## config.mk

```make
export PLATFORM = sky130hd
export DESIGN_NAME = scsp_top
export DESIGN_NICKNAME = d
export VERILOG_FILES = /design/src/hw/scsp_pkg.sv /design/src/hw/scsp_buf2.sv /design/src/hw/scsp_top.sv
export SDC_FILE = /design/constraint.sdc
export NUM_CORES = 1
export LEC_CHECK = 0
export BUFFER_PORTS_ARGS = -buffer_cell sky130_fd_sc_hd__buf_2
export CORE_MARGIN = 3
export CORE_UTILIZATION = 30
export DETAILED_ROUTE_END_ITERATION = 7
export GPL_TIMING_DRIVEN = 0
export SLEW_MARGIN = 5
export SYNTH_ARGS = -nofsm -noshare
export SYNTH_HDL_FRONTEND = slang
export SYNTH_SLANG_ARGS = --single-unit
```

## constraint.sdc

```tcl
create_clock -name clk_sys -period 4 [get_ports clk_sys]
set_clock_uncertainty 0.05 [all_clocks]
set_input_delay 0.4 -clock clk_sys [delete_from_list [all_inputs] [get_ports clk_sys]]
set_output_delay 0.4 -clock clk_sys [all_outputs]
set_load 0.01 [all_outputs]
```

## src/hw/scsp_pkg.sv

```systemverilog
// Purpose: Shared constants and types of the two-wire configuration target port
// Assumes: System clock of 40 MHz; nine clock outputs; eight configuration bytes
// Notes:   Identity bytes are top-level parameters, not fixed here
package scsp_pkg;
    localparam int           CLK_MHZ        = 40;
    localparam int           T_DRVPD_US     = 300;
    localparam int           T_STAB_MS      = 1;
    localparam int           DRVPD_CYC      = T_DRVPD_US * CLK_MHZ;
    localparam int           STAB_CYC       = T_STAB_MS * 1000 * CLK_MHZ;
    localparam int           F_SCL_MAX_KHZ  = 400;
    localparam int           SCL_HALF_CYC   = (CLK_MHZ * 1000) / (2 * F_SCL_MAX_KHZ);
    localparam int           OE_LAT_MAX_CLK = 3;
    localparam int           NUM_OUT        = 9;
    localparam int           CFG_BYTES      = 8;
    localparam int           SYNC_W         = 15;
    localparam logic [14:0]  SYNC_RST       = 15'h61ff;
    localparam logic [6:0]   REF_IDLE_LAST  = 7'h3f;
    localparam logic [6:0]   ADDR_LOW       = 7'h6b;
    localparam logic [6:0]   ADDR_MID       = 7'h6c;
    localparam logic [6:0]   ADDR_HIGH      = 7'h6d;
    localparam logic [1:0]   SEL_LOW        = 2'h0;
    localparam logic [1:0]   SEL_MID        = 2'h1;
    localparam logic [2:0]   IDX_OE_LO      = 3'h0;
    localparam logic [2:0]   IDX_OE_HI      = 3'h1;
    localparam logic [2:0]   IDX_REV        = 3'h5;
    localparam logic [2:0]   IDX_DEV        = 3'h6;
    localparam logic [2:0]   IDX_COUNT      = 3'h7;
    localparam int           OE8_BIT        = 5;
    localparam logic [2:0]   BIT_LAST       = 3'h7;
    localparam logic [7:0]   READ_PAST_END  = 8'h00;
    localparam logic [7:0]   CFG_RESET [CFG_BYTES] =
        '{8'hff, 8'h6e, 8'hff, 8'hc7, 8'hff, 8'h00, 8'h00, 8'h08};
    localparam logic [7:0]   CFG_WMASK [CFG_BYTES] =
        '{8'hff, 8'h23, 8'hff, 8'h01, 8'h00, 8'h00, 8'h00, 8'h1f};

    typedef enum logic [2:0] {
        ST_IDLE = 3'b000,
        ST_RX   = 3'b001,
        ST_ACK  = 3'b010,
        ST_TX   = 3'b011,
        ST_RACK = 3'b100
    } scsp_state_t;

    typedef enum logic [1:0] {
        PH_ADDR  = 2'b00,
        PH_INDEX = 2'b01,
        PH_COUNT = 2'b10,
        PH_DATA  = 2'b11
    } scsp_phase_t;
endpackage : scsp_pkg

```

## src/hw/scsp_buf2.sv

```systemverilog
// Purpose: Small ready/valid buffer between read prefetch and serial shifter
// Assumes: Same clock on both sides; flush empties it at once
// Notes:   Depth and width shape the storage
`timescale 1ns/1ps
module scsp_buf2 #(
    parameter int WIDTH = 8,
    parameter int DEPTH = 2
) (
    input  wire logic             clk_sys,
    input  wire logic             reset,
    input  wire logic             flush,
    input  wire logic             in_valid,
    output logic                  in_ready,
    input  wire logic [WIDTH-1:0] in_data,
    output logic                  out_valid,
    input  wire logic             out_ready,
    output logic      [WIDTH-1:0] out_data
);
    localparam int PW = (DEPTH > 1) ? $clog2(DEPTH) : 1;

    logic [WIDTH-1:0] mem_reg [DEPTH];
    logic [PW-1:0]    wr_ptr_reg;
    logic [PW-1:0]    rd_ptr_reg;
    logic [PW:0]      cnt_reg;
    logic             push;
    logic             pop;

    function automatic logic [PW-1:0] next_ptr(input logic [PW-1:0] p);
        next_ptr = (p == PW'(DEPTH - 1)) ? '0 : p + PW'(1);
    endfunction : next_ptr

    assign in_ready  = (cnt_reg != (PW+1)'(DEPTH));
    assign out_valid = (cnt_reg != '0);
    assign out_data  = mem_reg[rd_ptr_reg];
    assign push      = in_valid & in_ready;
    assign pop       = out_valid & out_ready;

    always_ff @(posedge clk_sys) begin
        if (push) begin
            mem_reg[wr_ptr_reg] <= in_data;
        end
    end

    always_ff @(posedge clk_sys) begin
        if (reset || flush) begin
            wr_ptr_reg <= '0;
            rd_ptr_reg <= '0;
            cnt_reg    <= '0;
        end else begin
            if (push) begin
                wr_ptr_reg <= next_ptr(wr_ptr_reg);
            end
            if (pop) begin
                rd_ptr_reg <= next_ptr(rd_ptr_reg);
            end
            cnt_reg <= cnt_reg + (PW+1)'(push) - (PW+1)'(pop);
        end
    end
endmodule : scsp_buf2

```

## src/hw/scsp_top.sv

```systemverilog
// Purpose: Two-wire configuration target port and output gating of a clock fanout buffer
// Assumes: All pins asynchronous to clk_sys; reference clock well below 20 MHz to be seen
// Notes:   Identity bytes are parameters; configuration survives power-down
// Function
// - Write address after start is acknowledged by the device.
// - Index byte follows address, is acknowledged and becomes current index.
// - Count byte follows index in writes and is acknowledged.
// - Data bytes index..index+count-1 are each acknowledged.
// - Block read: address, index, repeated start, read address acknowledged.
// - Device sends read-back count byte first, then configuration bytes in order.
// - Port works up to 400 kHz serial clock; host stays below.
// - Port answers nothing while the reference clock stands still.
// - Output starts or stops within one to three reference clocks of enable pin.
// - Outputs driven within 300 us of power-down release.
// - First output clock within 1 ms of release with running input.
// - Address select latched at first power-good high; picks one of three addresses.
// - Power-down low holds both legs of every output low.
// - Cleared output-enable configuration bit forces that output low on both legs.
// - Writable byte count sets read length; default eight bytes; here it is only sent first, and reads run until host NACK.
`timescale 1ns/1ps
module scsp_top #(
    parameter logic [7:0] ID_REV_VENDOR = 8'h00,
    parameter logic [7:0] ID_DEVICE     = 8'h00,
    parameter int         DRVPD_CYCLES  = scsp_pkg::DRVPD_CYC,
    parameter int         STAB_CYCLES   = scsp_pkg::STAB_CYC,
    parameter int         BUF_DEPTH     = 2
) (
    input  wire logic                         clk_sys,
    input  wire logic                         reset,
    input  wire logic                         scl_in,
    input  wire logic                         sda_in,
    output logic                              sda_out,
    output logic                              sda_oe_n,
    input  wire logic                         ref_clk_in,
    input  wire logic                         power_good_powerdown_n,
    input  wire logic [1:0]                   target_address_select,
    input  wire logic [scsp_pkg::NUM_OUT-1:0] output_enable_n,
    output logic      [scsp_pkg::NUM_OUT-1:0] diff_clock_output_p,
    output logic      [scsp_pkg::NUM_OUT-1:0] diff_clock_output_n
);
    import scsp_pkg::*;

    // ID_REV_VENDOR and ID_DEVICE defaults are arbitrary values
    logic [SYNC_W-1:0]  sync_s1_reg;
    logic [SYNC_W-1:0]  sync_s2_reg;
    logic               scl_s2, sda_s2, ref_s2, pg_s2;
    logic [1:0]         sel_s2;
    logic [NUM_OUT-1:0] oe_n_s2;
    logic               scl_d_reg, sda_d_reg, ref_d_reg;
    logic               scl_rise, scl_fall, start_det, stop_det, ref_rise;
    logic [6:0]         ref_idle_cnt_reg;
    logic               ref_running_reg;
    logic               port_active;
    logic               addr_latched_reg;
    logic [6:0]         target_addr_reg;
    logic [7:0]         cfg_mem [CFG_BYTES];
    scsp_state_t        st_reg;
    scsp_phase_t        ph_reg;
    logic [2:0]         bit_cnt_reg;
    logic [7:0]         rx_sh_reg, rx_byte, tx_sh_reg;
    logic [7:0]         index_reg, remain_reg;
    logic               ack_reg, ack_drv_reg, rd_mode_reg, host_ack_reg, tx_first_reg;
    logic               byte_done, addr_match, rd_accept, wr_en, tx_load;
    logic               pf_active_reg, pf_first_reg;
    logic [7:0]         pf_ptr_reg, pf_data, buf_data;
    logic               buf_in_ready, buf_out_valid, buf_flush;
    logic [NUM_OUT-1:0] cfg_oe, out_en_reg;
    logic               drive_reg;

    function automatic logic [7:0] cfg_rd(input logic [7:0] idx);
        cfg_rd = (idx < 8'(CFG_BYTES)) ? cfg_mem[idx[2:0]] : READ_PAST_END;
    endfunction : cfg_rd

    always_ff @(posedge clk_sys) begin
        if (reset) begin
            sync_s1_reg <= SYNC_RST;
            sync_s2_reg <= SYNC_RST;
        end else begin
            sync_s1_reg <= {scl_in, sda_in, ref_clk_in, power_good_powerdown_n,
                            target_address_select, output_enable_n};
            sync_s2_reg <= sync_s1_reg;
        end
    end
    assign {scl_s2, sda_s2, ref_s2, pg_s2, sel_s2, oe_n_s2} = sync_s2_reg;

    always_ff @(posedge clk_sys) begin
        if (reset) begin
            scl_d_reg <= 1'b1;
            sda_d_reg <= 1'b1;
            ref_d_reg <= 1'b0;
        end else begin
            scl_d_reg <= scl_s2;
            sda_d_reg <= sda_s2;
            ref_d_reg <= ref_s2;
        end
    end
    // 40 MHz sampling leaves ample margin at a 400 kHz serial clock
    assign scl_rise  = scl_s2 & ~scl_d_reg;
    assign scl_fall  = ~scl_s2 & scl_d_reg;
    assign start_det = scl_s2 & scl_d_reg & sda_d_reg & ~sda_s2;
    assign stop_det  = scl_s2 & scl_d_reg & ~sda_d_reg & sda_s2;
    assign ref_rise  = ref_s2 & ~ref_d_reg;

    // Reference activity watchdog
    always_ff @(posedge clk_sys) begin
        if (reset) begin
            ref_idle_cnt_reg <= '0;
            ref_running_reg  <= 1'b0;
        end else if (ref_s2 != ref_d_reg) begin
            ref_idle_cnt_reg <= '0;
            ref_running_reg  <= 1'b1;
        end else if (ref_idle_cnt_reg == REF_IDLE_LAST) begin
            ref_running_reg  <= 1'b0;
        end else begin
            ref_idle_cnt_reg <= ref_idle_cnt_reg + 7'h01;
        end
    end
    assign port_active = pg_s2 & ref_running_reg;

    // Address strap caught once, at the first power-good high
    always_ff @(posedge clk_sys) begin
        if (reset) begin
            addr_latched_reg <= 1'b0;
            target_addr_reg  <= ADDR_LOW;
        end else if (pg_s2 && !addr_latched_reg) begin
            addr_latched_reg <= 1'b1;
            target_addr_reg  <= (sel_s2 == SEL_LOW) ? ADDR_LOW :
                                (sel_s2 == SEL_MID) ? ADDR_MID : ADDR_HIGH;
        end
    end

    assign rx_byte    = {rx_sh_reg[6:0], sda_s2};
    assign byte_done  = (st_reg == ST_RX) && scl_rise && (bit_cnt_reg == BIT_LAST);
    assign addr_match = (rx_byte[7:1] == target_addr_reg);
    assign rd_accept  = byte_done && (ph_reg == PH_ADDR) && addr_match && rx_byte[0];
    assign wr_en      = byte_done && (ph_reg == PH_DATA) && (remain_reg != 8'h00);
    assign tx_load    = scl_fall && (((st_reg == ST_ACK) && ack_drv_reg && rd_mode_reg) ||
                                     ((st_reg == ST_RACK) && host_ack_reg));

    // Serial engine
    always_ff @(posedge clk_sys) begin
        if (reset || !port_active) begin
            st_reg       <= ST_IDLE;
            ph_reg       <= PH_ADDR;
            bit_cnt_reg  <= '0;
            rx_sh_reg    <= '0;
            tx_sh_reg    <= '0;
            index_reg    <= '0;
            remain_reg   <= '0;
            ack_reg      <= 1'b0;
            ack_drv_reg  <= 1'b0;
            rd_mode_reg  <= 1'b0;
            host_ack_reg <= 1'b0;
            tx_first_reg <= 1'b0;
            sda_oe_n     <= 1'b1;
        end else if (start_det) begin
            st_reg      <= ST_RX;
            ph_reg      <= PH_ADDR;
            bit_cnt_reg <= '0;
            ack_reg     <= 1'b0;
            sda_oe_n    <= 1'b1;
        end else if (stop_det) begin
            st_reg   <= ST_IDLE;
            sda_oe_n <= 1'b1;
        end else begin
            case (st_reg)
                ST_RX: begin
                    if (scl_rise) begin
                        rx_sh_reg   <= rx_byte;
                        bit_cnt_reg <= bit_cnt_reg + 3'h1;
                    end
                    if (byte_done) begin
                        st_reg      <= ST_ACK;
                        ack_reg     <= 1'b1;
                        ack_drv_reg <= 1'b0;
                        case (ph_reg)
                            PH_ADDR: begin
                                if (!addr_match) begin
                                    st_reg  <= ST_IDLE;
                                    ack_reg <= 1'b0;
                                end
                                rd_mode_reg  <= rx_byte[0];
                                tx_first_reg <= rx_byte[0];
                                ph_reg       <= PH_INDEX;
                            end
                            PH_INDEX: begin
                                index_reg <= rx_byte;
                                ph_reg    <= PH_COUNT;
                            end
                            PH_COUNT: begin
                                remain_reg <= rx_byte;
                                ph_reg     <= PH_DATA;
                            end
                            default: begin
                                if (remain_reg != 8'h00) begin
                                    remain_reg <= remain_reg - 8'h01;
                                    index_reg  <= index_reg + 8'h01;
                                end else begin
                                    st_reg  <= ST_IDLE;
                                    ack_reg <= 1'b0;
                                end
                            end
                        endcase
                    end
                end
                ST_ACK: begin
                    if (scl_fall && !ack_drv_reg) begin
                        ack_drv_reg <= 1'b1;
                        sda_oe_n    <= 1'b0;
                    end else if (scl_fall) begin
                        bit_cnt_reg <= '0;
                        if (rd_mode_reg) begin
                            st_reg    <= ST_TX;
                            tx_sh_reg <= buf_data;
                            sda_oe_n  <= buf_data[7];
                        end else begin
                            st_reg   <= ST_RX;
                            sda_oe_n <= 1'b1;
                        end
                    end
                end
                ST_TX: begin
                    if (scl_fall && (bit_cnt_reg == BIT_LAST)) begin
                        st_reg   <= ST_RACK;
                        sda_oe_n <= 1'b1;
                    end else if (scl_fall) begin
                        tx_sh_reg   <= {tx_sh_reg[6:0], 1'b0};
                        sda_oe_n    <= tx_sh_reg[6];
                        bit_cnt_reg <= bit_cnt_reg + 3'h1;
                    end
                end
                ST_RACK: begin
                    if (scl_rise) begin
                        host_ack_reg <= ~sda_s2;
                        tx_first_reg <= 1'b0;
                        if (!tx_first_reg) begin
                            index_reg <= index_reg + 8'h01;
                        end
                    end else if (tx_load) begin
                        st_reg      <= ST_TX;
                        bit_cnt_reg <= '0;
                        tx_sh_reg   <= buf_data;
                        sda_oe_n    <= buf_data[7];
                    end else if (scl_fall) begin
                        st_reg <= ST_IDLE;
                    end
                end
                default: begin
                    st_reg   <= ST_IDLE;
                    sda_oe_n <= 1'b1;
                end
            endcase
        end
    end

    always_ff @(posedge clk_sys) begin
        sda_out <= 1'b0;
    end

    // Configuration bytes; identity bytes never take writes
    always_ff @(posedge clk_sys) begin
        if (reset) begin
            for (int i = 0; i < CFG_BYTES; i++) begin
                cfg_mem[i] <= CFG_RESET[i];
            end
            cfg_mem[IDX_REV] <= ID_REV_VENDOR;
            cfg_mem[IDX_DEV] <= ID_DEVICE;
        end else if (wr_en && (index_reg < 8'(CFG_BYTES))) begin
            cfg_mem[index_reg[2:0]] <= (cfg_mem[index_reg[2:0]] & ~CFG_WMASK[index_reg[2:0]]) |
                                       (rx_byte & CFG_WMASK[index_reg[2:0]]);
        end
    end

    // Prefetch runs ahead of the shifter; the buffer stalls it
    assign pf_data   = pf_first_reg ? cfg_mem[IDX_COUNT] : cfg_rd(pf_ptr_reg);
    assign buf_flush = start_det | stop_det | ~port_active;

    always_ff @(posedge clk_sys) begin
        if (reset || buf_flush) begin
            pf_active_reg <= 1'b0;
            pf_first_reg  <= 1'b0;
            pf_ptr_reg    <= '0;
        end else if (rd_accept) begin
            pf_active_reg <= 1'b1;
            pf_first_reg  <= 1'b1;
            pf_ptr_reg    <= index_reg;
        end else if (pf_active_reg && buf_in_ready) begin
            pf_first_reg <= 1'b0;
            if (!pf_first_reg) begin
                pf_ptr_reg <= pf_ptr_reg + 8'h01;
            end
        end
    end

    scsp_buf2 #(
        .WIDTH (8),
        .DEPTH (BUF_DEPTH)
    ) u_buf (
        .clk_sys   (clk_sys),
        .reset     (reset),
        .flush     (buf_flush),
        .in_valid  (pf_active_reg),
        .in_ready  (buf_in_ready),
        .in_data   (pf_data),
        .out_valid (buf_out_valid),
        .out_ready (tx_load),
        .out_data  (buf_data)
    );

    // Output gating; enables move only on a reference rising edge, or clear when power-down goes low
    assign cfg_oe = {cfg_mem[IDX_OE_HI][OE8_BIT], cfg_mem[IDX_OE_LO]};

    always_ff @(posedge clk_sys) begin
        if (reset || !pg_s2) begin
            drive_reg  <= 1'b0;
            out_en_reg <= '0;
        end else begin
            drive_reg <= 1'b1;
            if (ref_rise) begin
                out_en_reg <= {NUM_OUT{drive_reg}} & cfg_oe & ~oe_n_s2;
            end
        end
    end

    always_ff @(posedge clk_sys) begin
        if (reset || !pg_s2) begin
            diff_clock_output_p <= '0;
            diff_clock_output_n <= '0;
        end else begin
            diff_clock_output_p <= {NUM_OUT{ref_s2}} & out_en_reg & cfg_oe;
            diff_clock_output_n <= {NUM_OUT{~ref_s2}} & out_en_reg & cfg_oe;
        end
    end

    // Helper counters watched only by the checks below
    int drvpd_cnt_reg;
    int stab_cnt_reg;
    always_ff @(posedge clk_sys) begin
        drvpd_cnt_reg <= (reset || !pg_s2 || drive_reg) ? 0 : drvpd_cnt_reg + 1;
        stab_cnt_reg  <= (reset || !pg_s2 || !ref_running_reg || !(|(cfg_oe & ~oe_n_s2)) ||
                          (|diff_clock_output_p)) ? 0 : stab_cnt_reg + 1;
    end
endmodule : scsp_top

```

==> impl_metrics.csv, run 1 <==
group,metric,value,unit
die,initial_core_util,30.8,%
final_layout,largest_register_ffs,64,
detailed_routing,vias_per_cell,4.99,
logic_synthesis,synth-xor-area-share,1.69,%
logic_synthesis,synthMuxAreaShare,10.7,%
clocking,cts-root-buf,"clkbuf_16",
clocking,clockBufferDepth,3,
power,switching_share,21.9,%
logic_synthesis,synth-adder-area-share,2.29,%
clocking,cts.sinks,217,
detailed_routing,drtIter0Drc,595,
logic_synthesis,syn-instance-count,927,
worst_setup_path,path_cells,"ha_1 -> ha_1 -> nand3_2 -> or4b_1 -> buf_2 -> nor3b_4 -> or2_1",
detailed_routing,postRouteAntennaNets,0,
sta,relSlewSlack,18.7,%
worst_setup_path,critPathLaunchType,"flip-flop",
logic_synthesis,synthArstFlopShare,0,%
clocking,cts_setup_buffers,0,
worst_setup_path,worst_ep_arrival_time,3260,ps
run,drv_cap,0,
logic_synthesis,ys_types,72,
clocking,insertion_delay,540,ps
clocking,numCtsBuffers,24,
power,comb_power_share,2.9,%
logic_synthesis,synth_fp_nets,962,
worst_setup_path,crit_path_end_kind,"flip-flop",
die,core-area,32000,µm²
die,die-area,35000,µm²
status,status,"completed",
detailed_routing,drc,0,
placed_design,place_congestion,0.863,
global_route,grt_max_degree,15,
placed_design,post-dp-hpwl,17200,µm
final_layout,num_antenna_cells,0,
die,fp.dieW,187,µm
clocking,cts_tree,"built",
final_layout,layout.nets,1032,
die,die_height,187,µm
die,io_pins,37,
sta,fin_hold_ws,18.7,ps
logic_synthesis,ys_ff_latch,217,
clocking,clkTransAtPathRegs,60,ps
power,power_density,412,nW/µm²
power,p_int,3.68,mW
worst_setup_path,cp_common_cell,"ha_1",
global_route,grt_overflow,0,
global_route,grt_pass1_wl,39200,µm
sta,finalCritPeriodShare,78.3,%
detailed_routing,wirelength,24400,µm
sta,hold_viol,0,
global_route,grt_usage,13.8,%
power,pwr-share-clk,46.8,%
power,p_sw,1.03,mW
sta,fin_crit,3130,ps
detailed_routing,first_pass_iters,5,
final_layout,drive_gt1_share,15.4,%
die,rows,65,
detailed_routing,num_vias,7233,
logic_synthesis,synth_ff_type,"dfxtp_1",
worst_setup_path,crit_family,"simple AND/OR/NAND/NOR gates",
sta,tns,0,ps
power,seqPwrFrac,50.3,%
power,p_leak,3.75,nW
logic_synthesis,syn_avg_cell_area,10.6,µm²
final_layout,synthToLayoutAreaGrowth,16.3,%
logic_synthesis,synth-edff-count,80,
logic_synthesis,syn-cell-area,9830,µm²
sta,slew_viol_final,0,
hold_path,min_path_type,"input pin to flip-flop",
detailed_routing,wl_per_cell,16.9,µm
logic_synthesis,ys_warn_count,0,
sta,rsz0062_at_grt,"false",
worst_setup_path,required,4130,ps
power,ir_drop,0.000406,V
global_route,antenna_found_initial,0,
sta,setup-violations-final,0,
clocking,h-tree-depth,1,
worst_setup_path,cp_slowest_cell,"or4b_1",
logic_synthesis,synth_compound_area_share,10.1,%
worst_setup_path,crit_path_max_incr_delay,580,ps
worst_setup_path,critPathKind,"flip-flop to flip-flop",
worst_setup_path,path_buf_inv,1,
placed_design,port_buffers,35,
logic_synthesis,synth_top_family_by_area,"simple AND/OR/NAND/NOR gates",
global_route,grt_pass1_vias,7069,
sta,worst_slew_pin_slew,1210,ps
logic_synthesis,synthSimpleGateAreaFrac,19.8,%
worst_setup_path,path_max_fanout,9,
logic_synthesis,ys_seq_area_share,52.3,%
sta,fmax,319,MHz
==> cell usage in the layout (no fill, tap or decap), drive strengths merged, types with 8 or more instances in the layout <==
master | Yosys | routed
a211oi | 13 | 13
a21oi | 58 | 58
buf | 17 | 52
clkbuf | 33 | 66
clkinv | 0 | 8
dfxtp | 137 | 137
dlygate4sd3 | 0 | 9
edfxtp | 80 | 80
ha | 18 | 18
inv | 23 | 24
mux2i | 32 | 32
mux4 | 32 | 32
nand2 | 104 | 104
nand2b | 22 | 22
nand3 | 19 | 19
nand3b | 10 | 10
nand4 | 10 | 10
nand4b | 12 | 12
nor2 | 105 | 105
nor2b | 19 | 19
nor3 | 8 | 8
o21ai | 38 | 38
or2 | 30 | 30
xnor2 | 8 | 8
xor2 | 11 | 11
==> cell type report <==
cell class | count | area, µm²
timing repair buffer | 44 | 265
fill | 3130 | 20500
multi-input combinational | 637 | 4390
clock buffer | 33 | 686
buffer | 50 | 210
inverter | 23 | 86.3
tap | 435 | 544
clock inverter | 10 | 110
sequential | 217 | 5140
==> power by group through the flow <==
stage          sequential (mW)  clock (mW)  combinational [mW]
2_1_floorplan             2.40           0              0.0874
3_3_place_gp              2.41           0               0.127
3_5_place_dp              2.42           0               0.130
4_1_cts                   2.37        2.24               0.138
5_1_grt                   2.37        2.31               0.150
6_report                  2.37        2.20               0.136
==> kinds of logic (layout without fill, tap and decap cells) <==
kind of cell / after synthesis / in the layout
AO/OA/AOI/OAI: 158 / 158
flip-flops: 217 / 217
XOR/XNOR: 19 / 19
buffers and inverters: 73 / 160
other: 1 / 1
AND/OR/NAND/NOR: 376 / 376
multiplexers: 65 / 65
adder cells (fa/ha/maj): 18 / 18
==> routing by layer <==
metal / vias to the layer above / wire length [µm] / part of all wire, % / GRT usage, %
li1: 3468 / - / - / -
met4: 0 / 467 / 1.9 / 3.34
met1: 3549 / 10900 / 45 / 18.5
met2: 186 / 11900 / 49 / 23.6
met3: 30 / 1140 / 4.7 / 1.89
met5: - / 0 / 0 / 0
==> worst paths after layout <==
path	from	cells after the start	slack, ps	endpoint
worst max-delay path	bit_cnt_reg[0]	7	870	cfg_mem[2][2]
worst min-delay path	sda_in	2	20	sync_s1_reg[13]
worst max register to register	bit_cnt_reg[0]	7	870	cfg_mem[2][2]
worst min register to register	sync_s1_reg[1]	1	350	sync_s2_reg[1]
==> cells in the mapped netlist, drive strengths merged, types with 8 or more instances <==
cell / number / area share [%]
nand4: 10 / 0.64
xor2: 11 / 0.98
o21ai: 38 / 1.9
a21oi: 58 / 3.0
inv: 23 / 0.88
buf: 17 / 0.88
ha: 18 / 2.3
nor2: 105 / 4.2
nand3: 19 / 1.0
xnor2: 8 / 0.71
a211oi: 13 / 0.99
mux4: 32 / 7.3
nand4b: 12 / 1.1
nor3: 8 / 0.64
nand2b: 22 / 1.4
mux2i: 32 / 3.3
nor2b: 19 / 1.2
nand2: 104 / 4.0
nand3b: 10 / 0.76
edfxtp: 80 / 24
dfxtp: 137 / 28
or2: 30 / 1.9
clkbuf: 33 / 1.3
==> timing repair <==
item,4_1_cts,5_1_grt
gates resized for setup,0,0
hold buffers,9,0
hold endpoints to repair,9,0
==> metrics by stage <==
stage / total power, mW / instance area (µm²) / instances / utilization [%] / worst slack [ps]
final: 4.71 / 11400 / 1449 / 35.8 / 869
after global routing: 4.84 / 11400 / 1449 / 35.8 / 604
after CTS: 4.74 / 11400 / 1449 / 35.8 / 849
after detailed placement: 2.55 / 10600 / 1397 / 33.0 / 873
after global placement: 2.54 / 10600 / 1397 / 33.0 / 863
after floorplan: 2.49 / 9830 / 927 / - / 1540
Power figures use the tool's default switching activity.
==> inputs of run 2 (changes only) <==
==> constraint.sdc (replaced) <==
create_clock -name clk_sys -period 3.2 [get_ports clk_sys]
set_clock_uncertainty 0.05 [all_clocks]
set_input_delay 0.32 -clock clk_sys [delete_from_list [all_inputs] [get_ports clk_sys]]
set_output_delay 0.32 -clock clk_sys [all_outputs]
set_load 0.01 [all_outputs]
==> impl_metrics.csv, run 2 (synthesis gave the netlist of run 1 again) <==
group,metric,value,unit
sta,hold_viol,0,
sta,setup_ws,189,ps
detailed_routing,wirelength,24400,µm
final_layout,ff_latch_area,5140,µm²
power,power_density,510,nW/µm²
worst_setup_path,crit_path_max_incr_delay,680,ps
hold_path,min_path_type,"input pin to flip-flop",
worst_setup_path,path_cells,"buf_1 -> clkbuf_1 -> mux4_2 -> mux2i_1 -> nor2_1 -> a21oi_1 -> nand2_1",
sta,finalCritPeriodShare,94.1,%
worst_setup_path,path_buf_inv,2,
run,drv_cap,0,
clocking,clkTransAtPathRegs,60,ps
die,io_pins,37,
worst_setup_path,crit_path_end_kind,"flip-flop",
sta,setup-violations-final,0,
detailed_routing,vias_per_cell,4.98,
power,ir_drop,0.000509,V
detailed_routing,drtIter0Drc,598,
placed_design,port_buffers,35,
clocking,h-tree-depth,1,
detailed_routing,drc,0,
placed_design,pre_cts_slack,73.3,ps
final_layout,layout.nets,1040,
status,status,"completed",
worst_setup_path,path_max_fanout,10,
worst_setup_path,worst_ep_arrival_time,3220,ps
die,rows,65,
sta,slew_viol_final,0,
final_layout,drive_gt1_share,16.2,%
sta,tns,0,ps
worst_setup_path,crit_family,"buffers and inverters",
final_layout,num_antenna_cells,0,
detailed_routing,num_vias,7261,
final_layout,synthToLayoutAreaGrowth,17.3,%
global_route,grt_usage,13.8,%
final_layout,final.fill_count,3121,
clocking,cts.sinks,217,
final_layout,multi_input_area,4410,µm²
clocking,clockBufferDepth,3,
sta,worst_slew_pin_slew,1220,ps
die,fp.dieW,187,µm
placed_design,place_congestion,0.863,
placed_design,post_dp_cell_area,10600,µm²
clocking,cts_tree,"built",
worst_setup_path,critPathLaunchType,"flip-flop",
sta,fin_crit,3010,ps
worst_setup_path,required,3410,ps
power,p_leak,3.79,nW
global_route,grt_overflow,0,
detailed_routing,wl_per_cell,16.8,µm
sta,fmax,332,MHz
worst_setup_path,cp_slowest_cell,"a21oi_1",
detailed_routing,postRouteAntennaNets,0,
clocking,numCtsBuffers,24,
worst_setup_path,critPathKind,"flip-flop to flip-flop",
global_route,grt_max_degree,15,
die,core-area,32000,µm²
placed_design,post-dp-hpwl,17200,µm
final_layout,largest_register_ffs,64,
die,initial_core_util,30.8,%
detailed_routing,first_pass_iters,8,
global_route,antenna_found_initial,0,
sta,relSlewSlack,18.4,%
global_route,grt_pass1_vias,7111,
final_layout,final_cell_mix,"137 x dfxtp_1, 104 x nand2_1, 98 x nor2_1",
clocking,insertion_delay,540,ps
sta,fin_hold_ws,249,ps
final_layout,final_common_cell,"dfxtp_1",
power,fin_total_pwr,5.89,mW
clocking,cts-root-buf,"clkbuf_16",
sta,rsz0062_at_grt,"false",
final_layout,design_area,11500,µm²
global_route,grt_pass1_wl,39300,µm
die,die-area,35000,µm²
die,die_height,187,µm
## run 2: cell count changes in the layout (fill, tap and decap cells not counted), sizes merged
cell and delta:
dlygate4sd3 +6, buf +2
## run 2: repair_timing
| item | in CTS | in global routing |
|---|---|---|
| gates resized for setup | 0 | 8 |
| hold buffers | 15 | 0 |
| hold endpoints to repair | 15 | 0 |
| setup buffers | 0 | 2 |
| setup endpoints to repair | 0 | 62 |
## run 2: per-stage QoR
stage | utilization (%) | instances
4_1_cts | 36.0 | 1455
2_1_floorplan | - | 927
3_5_place_dp | 33.0 | 1397
6_report | 36.1 | 1457
5_1_grt | 36.1 | 1457
3_3_place_gp | 33.0 | 1397
## run 2: cell type report
cell class	instances	share of cell area (%)
Multi-Input combinational cell	637	38.3
Timing Repair Buffer	52	2.95
Buffer	50	1.82
Clock buffer	33	5.94
Clock inverter	10	0.955
Tap cell	435	4.72
Inverter	23	0.748
Sequential cell	217	44.6
## run 2: power breakdown
group | total [mW] | internal (mW) | switching, mW
combinational | 0.178 | 0.0847 | 0.0929
sequential | 2.96 | 2.92 | 0.0371
clock | 2.75 | 1.60 | 1.15
## run 2: final timing paths
path	startpoint	end	slack [ps]	depth (start not counted)
worst max-delay path	flip-flop	cfg_mem[2][4]	190	7
worst min-delay path	reset	sync_s2_reg[12]	250	3
worst max register to register	flip-flop	cfg_mem[2][4]	190	7
worst min register to register	sync_s1_reg[1]	sync_s2_reg[1]	350	1
## run 2: routing by layer
metal	vias up	GRT usage, %	part of all wire [%]
li1	3493	-	-
met1	3535	18.5	45
met2	194	23.8	49
met3	39	1.89	4.6
met4	0	3.34	2.3
met5	-	0	0
## run 2: worst register-to-register path: cells and delay by family, from the launching register on
kind	cells	cell delay, ps
muxes	2	560
buffers and inverters	2	990
and+or+nand+nor	2	170
AOI/OAI and AO/OA	1	690
DFF	1	300
==> inputs of run 3 (changes only) <==
--- a/config.mk
+++ b/config.mk
@@ -13,4 +13,5 @@
 export SLEW_MARGIN = 5
 export SYNTH_ARGS = -nofsm -noshare
 export SYNTH_HDL_FRONTEND = slang
+export SYNTH_HIERARCHICAL = 1
 export SYNTH_SLANG_ARGS = --single-unit
==> impl_metrics.csv, run 3 <==
group,metric,value,unit
logic_synthesis,synth_fp_nets,988,
power,fin_total_pwr,5.90,mW
detailed_routing,postRouteAntennaNets,0,
sta,setup-violations-final,0,
final_layout,layout.nets,1063,
global_route,grt_pass1_wl,41200,µm
logic_synthesis,syn-instance-count,954,
run,drv_cap,0,
logic_synthesis,syn_avg_cell_area,10.8,µm²
worst_setup_path,critPathLaunchType,"flip-flop",
final_layout,design_area,11900,µm²
hold_path,min_path_type,"input pin to flip-flop",
clocking,clkTransAtPathRegs,60,ps
final_layout,largest_register_ffs,64,
final_layout,num_antenna_cells,0,
worst_setup_path,critPathLaunch,"bit_cnt_reg[0]",
worst_setup_path,required,3390,ps
clocking,insertion_delay,520,ps
worst_setup_path,timing.rr.start,"bit_cnt_reg[0]",
die,die_height,191,µm
global_route,grt_pass1_vias,7494,
worst_setup_path,ff2ff_setup_slack,200,ps
global_route,antenna_found_initial,1,
die,core-area,33600,µm²
sta,worst_slew_pin_slew,956,ps
clocking,cts_setup_buffers,0,
die,initial_core_util,30.5,%
final_layout,final_common_cell,"dfxtp_1",
power,p_sw,1.26,mW
sta,fin_crit,3000,ps
clocking,clockBufferDepth,3,
logic_synthesis,ys_warn_count,6,
placed_design,place_congestion,0.872,
sta,fmax,334,MHz
worst_setup_path,critPathKind,"flip-flop to flip-flop",
sta,slew_viol_final,0,
power,switching_share,21.3,%
detailed_routing,num_vias,7621,
power,p_int,4.65,mW
sta,tns,0,ps
detailed_routing,first_pass_iters,5,
detailed_routing,wl_per_cell,17.3,µm
placed_design,post-dp-hpwl,18500,µm
power,power_density,494,nW/µm²
power,seqPwrFrac,50.2,%
status,status,"completed",
sta,rsz0062_at_grt,"false",
sta,finalCritPeriodShare,93.6,%
worst_setup_path,path_max_fanout,10,
final_layout,synthToLayoutAreaGrowth,16.4,%
worst_setup_path,timing.rr.end,"cfg_mem[1][2]",
clocking,numCtsBuffers,24,
detailed_routing,drc,0,
clocking,cts.sinks,217,
die,die-area,36500,µm²
clocking,cts-root-buf,"clkbuf_16",
worst_setup_path,worst_ep_arrival_time,3180,ps
global_route,grt_max_degree,15,
clocking,cts_tree,"built",
power,pwr-share-clk,46.9,%
detailed_routing,drtIter0Drc,571,
sta,hold_viol,0,
final_layout,drive_gt1_share,18.1,%
placed_design,post_dp_cell_area,11000,µm²
final_layout,final_cell_mix,"137 x dfxtp_1, 80 x edfxtp_1, 69 x nand2_1",
detailed_routing,wirelength,25900,µm
clocking,h-tree-depth,1,
worst_setup_path,crit_path_end_kind,"flip-flop",
sta,relSlewSlack,35.7,%
power,p_leak,3.96,nW
detailed_routing,vias_per_cell,5.10,
placed_design,port_buffers,35,
global_route,grt_usage,14.1,%
die,fp.dieW,191,µm
global_route,grt_overflow,0,
power,ir_drop,0.000380,V
die,io_pins,37,
worst_setup_path,critical_path.endpoint,"cfg_mem[1][2]",
power,comb_power_share,2.9,%
logic_synthesis,syn-cell-area,10300,µm²
die,rows,67,
worst_setup_path,reg2regPathDepth,8,
[run 3: cell count changes in the layout (fill, tap and decap cells not counted), moves of 14 or more]
cell	before	now
a21oi_1	55	35
mux2_2	0	22
nand2_1	104	69
nand3_1	18	66
nor2_1	98	60
nor3_1	6	28
nor4_1	5	19
[run 3: layout make-up]
| type | count | area, µm² |
|---|---|---|
| tap | 448 | 561 |
| timing repair buffer | 49 | 315 |
| sequential | 217 | 5140 |
| fill | 3350 | 21700 |
| clock inverter | 16 | 140 |
| buffer | 66 | 288 |
| clock buffer | 28 | 658 |
| inverter | 20 | 75.1 |
| multi-input combinational | 651 | 4760 |
[run 3: per-stage QoR]
step	cells	hold WS [ps]	util [%]	setup WS (ps)
final	1495	7.33	35.5	204
after global routing	1495	9.67	35.5	5.03
after CTS	1495	2.23	35.5	63.8
after detailed placement	1437	344	32.7	109
after global placement	1437	343	32.7	113
after floorplan	954	339	-	595
[run 3: how the worst min path moves through the flow]
| stage | to | depth (start not counted) | from | slack (ps) |
|---|---|---|---|---|
| detailed placement | sync_s2_reg[14] | 1 | sync_s1_reg[14] | 340 |
| CTS | sync_s1_reg[10] | 2 | target_address_select[1] | 2 |
| finish | sync_s1_reg[10] | 2 | target_address_select[1] | 7 |
| global placement | sync_s2_reg[13] | 1 | sync_s1_reg[13] | 340 |
| floorplan | sync_s2_reg[0] | 1 | sync_s1_reg[0] | 340 |
| global route | sync_s1_reg[10] | 2 | target_address_select[1] | 10 |
[run 3: routing by layer]
| metal | global-route usage [%] | part of all wire, % | up-vias |
|---|---|---|---|
| met5 | 0 | 0 | - |
| li1 | - | - | 3701 |
| met3 | 2.18 | 5.7 | 38 |
| met4 | 3.67 | 2.2 | 0 |
| met1 | 19.1 | 45 | 3674 |
| met2 | 23.6 | 48 | 208 |
[run 3: power by group through the flow]
stage	sequential, mW	combinational (mW)	clock, mW
after floorplan	3.01	0.112	0
after global placement	3.02	0.159	0
after detailed placement	3.02	0.161	0
after CTS	2.96	0.175	2.82
after global routing	2.97	0.191	2.94
final	2.96	0.173	2.77
[run 3: timing repair]
action	4_1_cts	5_1_grt
hold buffers	14	0
hold endpoints to repair	14	0
setup endpoints to repair	0	21
gates resized for setup	0	3
[run 3: worst max-delay path, cell delays in order, from the launching register on]
cell and delay [ps]:
dfxtp_1 340, ha_1 160, ha_1 290, and3b_1 180, buf_2 190, nand2_2 130
nor4_1 780, clkbuf_1 460, nand3_1 150
